[config.mk]
export PLATFORM = sky130hd
export DESIGN_NAME = iar_reader
export DESIGN_NICKNAME = d
export VERILOG_FILES = /design/src/verilog/iar_pkg.sv /design/src/verilog/iar_reader.sv
export SDC_FILE = /design/constraint.sdc
export NUM_CORES = 1
export LEC_CHECK = 0
export ABC_AREA = 1
export BUFFER_PORTS_ARGS = -buffer_cell sky130_fd_sc_hd__buf_2
export CAP_MARGIN = 20
export CELL_PAD_IN_SITES_DETAIL_PLACEMENT = 1
export CELL_PAD_IN_SITES_GLOBAL_PLACEMENT = 1
export CORE_ASPECT_RATIO = 0.75
export CORE_UTILIZATION = 40
export DETAILED_ROUTE_END_ITERATION = 16
export PLACE_DENSITY_LB_ADDON = 0.1
export SLEW_MARGIN = 5
export SYNTH_ARGS = -nofsm -noshare
export SYNTH_HDL_FRONTEND = slang
export SYNTH_SLANG_ARGS = --single-unit
[constraint.sdc]
create_clock -name clock -period 3.4 [get_ports clock]
set_clock_uncertainty 0.2 [all_clocks]
set_input_delay 0.68 -clock clock [delete_from_list [all_inputs] [get_ports clock]]
set_output_delay 0.68 -clock clock [all_outputs]
set_load 0.01 [all_outputs]
[src/verilog/iar_pkg.sv]
// shared constants and types for the identification reader
package iar_pkg;
  localparam int          PTR_W         = 5;
  localparam int          FIFO_DEPTH    = 4;
  localparam int          BYTE_W        = 8;
  localparam logic [6:0]  SLAVE_ADDR    = 7'h40;
  localparam logic [4:0]  FILL_ADDR     = 5'h10;
  localparam logic [7:0]  FILL_BYTE     = 8'hff;
  localparam logic [4:0]  PTR_RESET     = 5'h00;
  localparam logic [3:0]  BITS_PER_BYTE = 4'h8;
  localparam logic [3:0]  LAST_TX_BIT   = 4'h7;
  localparam int          STD_RATE_KBPS = 100;
  // identifier text is arbitrary; last byte is the end-of-transmission code
  localparam logic [127:0] ID_TEXT      = {"ID-READER BLOCK", 8'h04};

  typedef enum logic [6:0] {
    ST_IDLE     = 7'h01,
    ST_ADDR     = 7'h02,
    ST_ADDR_ACK = 7'h04,
    ST_WADDR    = 7'h08,
    ST_WACK     = 7'h10,
    ST_RDATA    = 7'h20,
    ST_RACK     = 7'h40
  } iar_state_t;

  typedef struct packed {
    logic scl;
    logic sda;
  } iar_bus_t;
endpackage

[src/verilog/iar_reader.sv]
// identification memory reader: i2c read-only slave with prefetch fifo
// What this block does
// - the block acknowledges its address and the logic address byte and loads the pointer.
// - after acknowledging a read address the block shifts out bytes from the pointer on.
// - each master acknowledge advances the pointer below 0x10 (from 0x10 up it becomes 0x10) and the next byte is sent.
// - a master not-acknowledge makes the block release the data line.
// - past the last identifier byte the filler byte is resent for every acknowledge.
// - a read may start directly with the read address, skipping the pointer write.
// - only the seven-bit address 1000000 is answered, in both directions.
// - the memory holds the identifier ending in end-of-transmission, then filler ff.
// - transfers follow the master's scl; the bench runs them at 125 ns per bit, not the standard-mode rate.
`timescale 1ns/10ps

module iar_fifo #(
  parameter int W = 8,
  parameter int D = 4
) (
  // clock and reset
  input  wire logic         clock,
  input  wire logic         rst_n,
  input  wire logic         flush,
  // fill side
  input  wire logic         wr_valid,
  output logic              wr_ready,
  input  wire logic [W-1:0] wr_data,
  // drain side
  output logic              rd_valid,
  input  wire logic         rd_ready,
  output logic [W-1:0]      rd_data
);
  localparam int AW = $clog2(D);
  logic [W-1:0]  mem_reg [D];
  logic [AW-1:0] wp_reg, wp_next, rp_reg, rp_next;
  logic [AW:0]   cnt_reg, cnt_next;
  logic          push, pop;

  assign wr_ready = (cnt_reg != (AW+1)'(D)) && !flush;
  assign rd_valid = (cnt_reg != '0) && !flush;
  assign rd_data  = mem_reg[rp_reg];
  assign push     = wr_valid && wr_ready;
  assign pop      = rd_valid && rd_ready;

  always_comb begin
    wp_next  = wp_reg;
    rp_next  = rp_reg;
    cnt_next = cnt_reg;
    if (flush) begin
      wp_next  = '0;
      rp_next  = '0;
      cnt_next = '0;
    end else begin
      if (push) wp_next = (wp_reg == AW'(D - 1)) ? '0 : wp_reg + 1'b1;
      if (pop) rp_next = (rp_reg == AW'(D - 1)) ? '0 : rp_reg + 1'b1;
      if (push && !pop) cnt_next = cnt_reg + 1'b1;
      else if (pop && !push) cnt_next = cnt_reg - 1'b1;
    end
  end

  always_ff @(posedge clock) begin
    if (!rst_n) begin
      wp_reg  <= '0;
      rp_reg  <= '0;
      cnt_reg <= '0;
    end else begin
      wp_reg  <= wp_next;
      rp_reg  <= rp_next;
      cnt_reg <= cnt_next;
    end
    if (push) mem_reg[wp_reg] <= wr_data;
  end
endmodule

module iar_reader (
  // clock and reset
  input  wire logic clock,
  input  wire logic rst_n,
  // i2c pins, open drain data
  input  wire logic scl_i,
  input  wire logic sda_i,
  output logic      sda_o,
  output logic      sda_oe
);
  iar_pkg::iar_bus_t   s1_reg, s2_reg, s3_reg;
  iar_pkg::iar_state_t st_reg, st_next;
  logic [7:0]  shift_reg, shift_next;
  logic [3:0]  bit_reg, bit_next;
  logic [4:0]  ptr_reg, ptr_next, fetch_reg, fetch_next;
  logic        oe_reg, oe_next, flush, pop;
  logic        scl_rise, scl_fall, start_evt, stop_evt;
  logic        f_wready, f_rvalid;
  logic [7:0]  f_rdata, tx_byte;

  // bytes 0x00..0x0f are identifier, anything above reads as filler
  function automatic logic [7:0] rom_byte(input logic [4:0] a);
    if (a >= iar_pkg::FILL_ADDR) return iar_pkg::FILL_BYTE;
    return iar_pkg::ID_TEXT[8*(15 - int'(a)) +: 8];
  endfunction
  function automatic logic [4:0] ptr_step(input logic [4:0] p);
    return (p >= iar_pkg::FILL_ADDR) ? iar_pkg::FILL_ADDR : p + 5'h01;
  endfunction
  // only s2/s3 are looked at; s1 is the metastability stage
  // oversampling at 100 MHz is ample for the standard-mode rate
  always_ff @(posedge clock) begin
    if (!rst_n) begin
      s1_reg <= '{scl: 1'b1, sda: 1'b1};
      s2_reg <= '{scl: 1'b1, sda: 1'b1};
      s3_reg <= '{scl: 1'b1, sda: 1'b1};
    end else begin
      s1_reg <= '{scl: scl_i, sda: sda_i};
      s2_reg <= s1_reg;
      s3_reg <= s2_reg;
    end
  end

  assign scl_rise  = s2_reg.scl && !s3_reg.scl;
  assign scl_fall  = !s2_reg.scl && s3_reg.scl;
  assign start_evt = s2_reg.scl && s3_reg.scl && !s2_reg.sda && s3_reg.sda;
  assign stop_evt  = s2_reg.scl && s3_reg.scl && s2_reg.sda && !s3_reg.sda;
  // empty fifo should not happen at slow scl; filler keeps the line sane
  assign tx_byte   = f_rvalid ? f_rdata : iar_pkg::FILL_BYTE;
  assign sda_o     = 1'b0;
  assign sda_oe    = oe_reg;

  always_comb begin
    st_next    = st_reg;
    shift_next = shift_reg;
    bit_next   = bit_reg;
    ptr_next   = ptr_reg;
    oe_next    = oe_reg;
    flush      = 1'b0;
    pop        = 1'b0;
    if (stop_evt) begin
      st_next = iar_pkg::ST_IDLE;
      oe_next = 1'b0;
      flush   = 1'b1;
    end else if (start_evt) begin
      st_next  = iar_pkg::ST_ADDR;
      bit_next = '0;
      oe_next  = 1'b0;
      flush    = 1'b1;
    end else begin
      case (st_reg)
        iar_pkg::ST_IDLE: oe_next = 1'b0;
        iar_pkg::ST_ADDR, iar_pkg::ST_WADDR: begin
          if (scl_rise && bit_reg != iar_pkg::BITS_PER_BYTE) begin
            shift_next = {shift_reg[6:0], s2_reg.sda};
            bit_next   = bit_reg + 4'h1;
          end else if (scl_fall && bit_reg == iar_pkg::BITS_PER_BYTE) begin
            if (st_reg == iar_pkg::ST_WADDR) begin
              st_next  = iar_pkg::ST_WACK;
              oe_next  = 1'b1;
              ptr_next = (shift_reg[7:5] != 3'h0) ? iar_pkg::FILL_ADDR
                         : shift_reg[4:0];
              flush    = 1'b1;
            end else if (shift_reg[7:1] == iar_pkg::SLAVE_ADDR) begin
              st_next = iar_pkg::ST_ADDR_ACK;
              oe_next = 1'b1;
            end else begin
              st_next = iar_pkg::ST_IDLE;
            end
          end
        end
        iar_pkg::ST_ADDR_ACK: begin
          if (scl_fall) begin
            bit_next = '0;
            if (shift_reg[0]) begin
              // read direction, with or without a prior pointer write
              st_next    = iar_pkg::ST_RDATA;
              shift_next = tx_byte;
              pop        = 1'b1;
              oe_next    = !tx_byte[7];
            end else begin
              st_next = iar_pkg::ST_WADDR;
              oe_next = 1'b0;
            end
          end
        end
        // further written bytes are not acknowledged
        iar_pkg::ST_WACK: begin
          if (scl_fall) begin
            st_next = iar_pkg::ST_IDLE;
            oe_next = 1'b0;
          end
        end
        iar_pkg::ST_RDATA: begin
          if (scl_fall) begin
            if (bit_reg == iar_pkg::LAST_TX_BIT) begin
              st_next = iar_pkg::ST_RACK;
              oe_next = 1'b0;
            end else begin
              shift_next = {shift_reg[6:0], 1'b0};
              bit_next   = bit_reg + 4'h1;
              oe_next    = !shift_reg[6];
            end
          end
        end
        iar_pkg::ST_RACK: begin
          if (scl_rise) begin
            shift_next[0] = !s2_reg.sda;
          end else if (scl_fall) begin
            bit_next = '0;
            if (shift_reg[0]) begin
              st_next    = iar_pkg::ST_RDATA;
              ptr_next   = ptr_step(ptr_reg);
              shift_next = tx_byte;
              pop        = 1'b1;
              oe_next    = !tx_byte[7];
            end else begin
              st_next = iar_pkg::ST_IDLE;
              oe_next = 1'b0;
              flush   = 1'b1;
            end
          end
        end
        default: begin
          st_next = iar_pkg::ST_IDLE;
          oe_next = 1'b0;
        end
      endcase
    end
  end

  // prefetch runs ahead of the pointer, restarted from it on every flush
  always_comb begin
    fetch_next = fetch_reg;
    if (flush) fetch_next = ptr_next;
    else if (f_wready) fetch_next = ptr_step(fetch_reg);
  end

  always_ff @(posedge clock) begin
    if (!rst_n) begin
      st_reg    <= iar_pkg::ST_IDLE;
      shift_reg <= '0;
      bit_reg   <= '0;
      ptr_reg   <= iar_pkg::PTR_RESET;
      fetch_reg <= iar_pkg::PTR_RESET;
      oe_reg    <= 1'b0;
    end else begin
      st_reg    <= st_next;
      shift_reg <= shift_next;
      bit_reg   <= bit_next;
      ptr_reg   <= ptr_next;
      fetch_reg <= fetch_next;
      oe_reg    <= oe_next;
    end
  end

  iar_fifo #(.W(iar_pkg::BYTE_W), .D(iar_pkg::FIFO_DEPTH)) u_fifo (
    .clock    (clock),
    .rst_n    (rst_n),
    .flush    (flush),
    .wr_valid (!flush),
    .wr_ready (f_wready),
    .wr_data  (rom_byte(fetch_reg)),
    .rd_valid (f_rvalid),
    .rd_ready (pop),
    .rd_data  (f_rdata)
  );
endmodule

==> run metrics <==
top cell type's share of synthesized area 0.219; placed cell area 4540 um2; Die Ht 92.7 um; crit end category flop; Syn Area/Cell 7.90 um2; Slew headroom 0.551; Post-CTS Setup Bufs 0; Clock Tree Buf Depth 2; crit path max fanout 14; Placer Congestion 0.859; vias 3726; row count 32; antenna diode count 0; Clock Latency Late Sink 0.34 ns; Critical Path RT 3.42 ns; top cells by area, synth edfxtp_1 22%, dfxtp_1 21%, nand2_1 7.7%; kind of critical path flop to flop; Worst Tran Pin Value 0.666 ns; EDFF count, synth 32; DRC 0; per-cell routed wire length 17.2 um; status finished clean; number of antenna-violating nets in the routed design 0; antenna violations before repair 0; Synth area leader edfxtp_1; PortBufs 4; final setup fails 0; leak pwr 0.00199 uW; vias in the first global route 3799; post-cts gate resize count 0; max cap viols 0; Post-Synthesis Cells 555; most frequent cell after synthesis nand2_1; Routed Wire Length 12100 um; Highest Clock Rate 0.347 GHz; CP startpoint kind flop; Die Wd 123 um; Yosys reg bits 77; First DRT Iteration DRCs 267; TNS Setup 0 ns; HPWL after DPL 9110 um; mapped cell area 4380 um2; final hold violation count 0; Sink Count 77; Initial Util 0.419; CTS tree built; max reg flops 32; Ys Warns 0; CTS Hold Buffers Added 0; arrival time worst endpoint 2.90 ns; global-route wire length before repair 20200 um; most used flip-flop cell after synthesis dfxtp_1; overall global routing resource usage 0.236; Syn Nets 571; TritonCTS buffer count 9; DIE AREA 11400 um2; largest net degree at the start of global routing 24; sequential share of the synthesized area 0.425; clk slew on worst S/H paths 0.06 ns; CORE AREA 10500 um2; Synth cell types 48; Final period util 0.847; design area 4860 um2; Final min period 2.88 ns; DRT Pass-1 Iters 5; Slew Limit Fails 0; hold crit path type flop to flop; RSZ-0062 raised after global routing no; grt total ovfl 0; fraction of layout cells with a size suffix above 1 0.161; I/O pin cnt 6; vias per cell 5.31; Synth top cells by count 90 x nand2_1, 72 x nor2_1, 52 x o21ai_0; H-tree depth 3; area grow syn2layout 10.8%; Max VDD drop 0.320 mV; Async SR Flop Fraction 0; # nets final 577; power per cell area 683 nW/um2; root buffer cell clkbuf_16
## final timing paths
kind	from	to	slack (ns)	cells past startpoint
setup / recovery	st_reg[2]	u_fifo.cnt_reg[2]	0.52	12
hold / removal	s1_reg[1]	s2_reg[1]	0.22	1
setup reg to reg	st_reg[2]	u_fifo.cnt_reg[2]	0.52	12
hold reg to reg	s1_reg[1]	s2_reg[1]	0.22	1
## power by group
group / switching [uW] / internal, uW / total, uW
clock network: 383 / 646 / 1030
logic: 652 / 312 / 965
registers: 134 / 1190 / 1320
total: 1170 / 2150 / 3320
## cell usage in the layout (no fill, tap or decap), types with 2 or more instances in the layout
master	instances
o22ai_1	9
dfxtp_1	45
nand3_4	3
nor2_2	9
bufinv_16	2
clkbuf_1	2
a21oi_2	4
nor2_4	9
edfxtp_1	32
nand3_1	37
o21ai_0	52
buf_2	4
nor2_1	72
nand3_2	5
a21oi_1	30
o21ai_2	3
o211ai_1	3
clkinv_4	2
a21boi_0	2
inv_2	11
or2_2	5
nand2_2	7
nand4_1	5
xor2_1	2
clkinv_1	3
clkbuf_16	9
o21ai_1	10
ha_1	11
buf_4	9
inv_1	49
nand2_1	90
nand2_4	3
nor3_1	9
## worst max-delay path, stage by stage (launching register included)
cell     delay (ns)
dfxtp_1        0.43
nor2_4         0.09
nand2_4        0.12
nor2_8         0.06
nor2_4         0.35
inv_2          0.21
nand3_2        0.14
ha_1           0.16
inv_1          0.07
fa_1           0.39
o21ai_0        0.27
xor2_1         0.20
nor2_1         0.07
## routing by layer
layer  track usage  up-vias  share of wire  wire, um
met5             0        -              0         0
met4        0.0640        0         0.0057        69
met3        0.0530        5          0.044       535
met2         0.326       55           0.41      5000
met1         0.359     1798           0.54      6490
li1              -     1868              -         -
## cell families after synthesis
logic type      count (synthesis)  share of synthesized area
compound gates                119                      0.152
flops                          77                      0.425
simple gates                  260                      0.299
xor+xnor                        3                    0.00600
other cells                     1                   0.000856
buf+inv                        82                     0.0785
mux                             1                    0.00228
fa+ha+maj                      12                     0.0360
## metrics by stage
stage | setup slack [ns] | total power, uW | std cells | utilization | hold WS [ns]
after global routing | 0.330 | 3520 | 702 | 0.465 | 0.237
after global placement | 0.727 | 2270 | 686 | 0.434 | 0.196
after detailed placement | 0.581 | 2300 | 686 | 0.434 | 0.203
after floorplan | 0.891 | 2010 | 555 | - | 0.193
after CTS | 0.544 | 3350 | 702 | 0.465 | 0.220
final | 0.519 | 3320 | 702 | 0.465 | 0.216
## layout make-up
class | count | area [um2]
multi-input combinational | 396 | 2180
fill | 1295 | 5590
inverter | 64 | 241
timing repair buffer | 13 | 87.6
tap | 136 | 170
clock buffer | 11 | 233
clock inverter | 5 | 85.1
sequential | 77 | 1860
(Power assumes the default switching activity.)
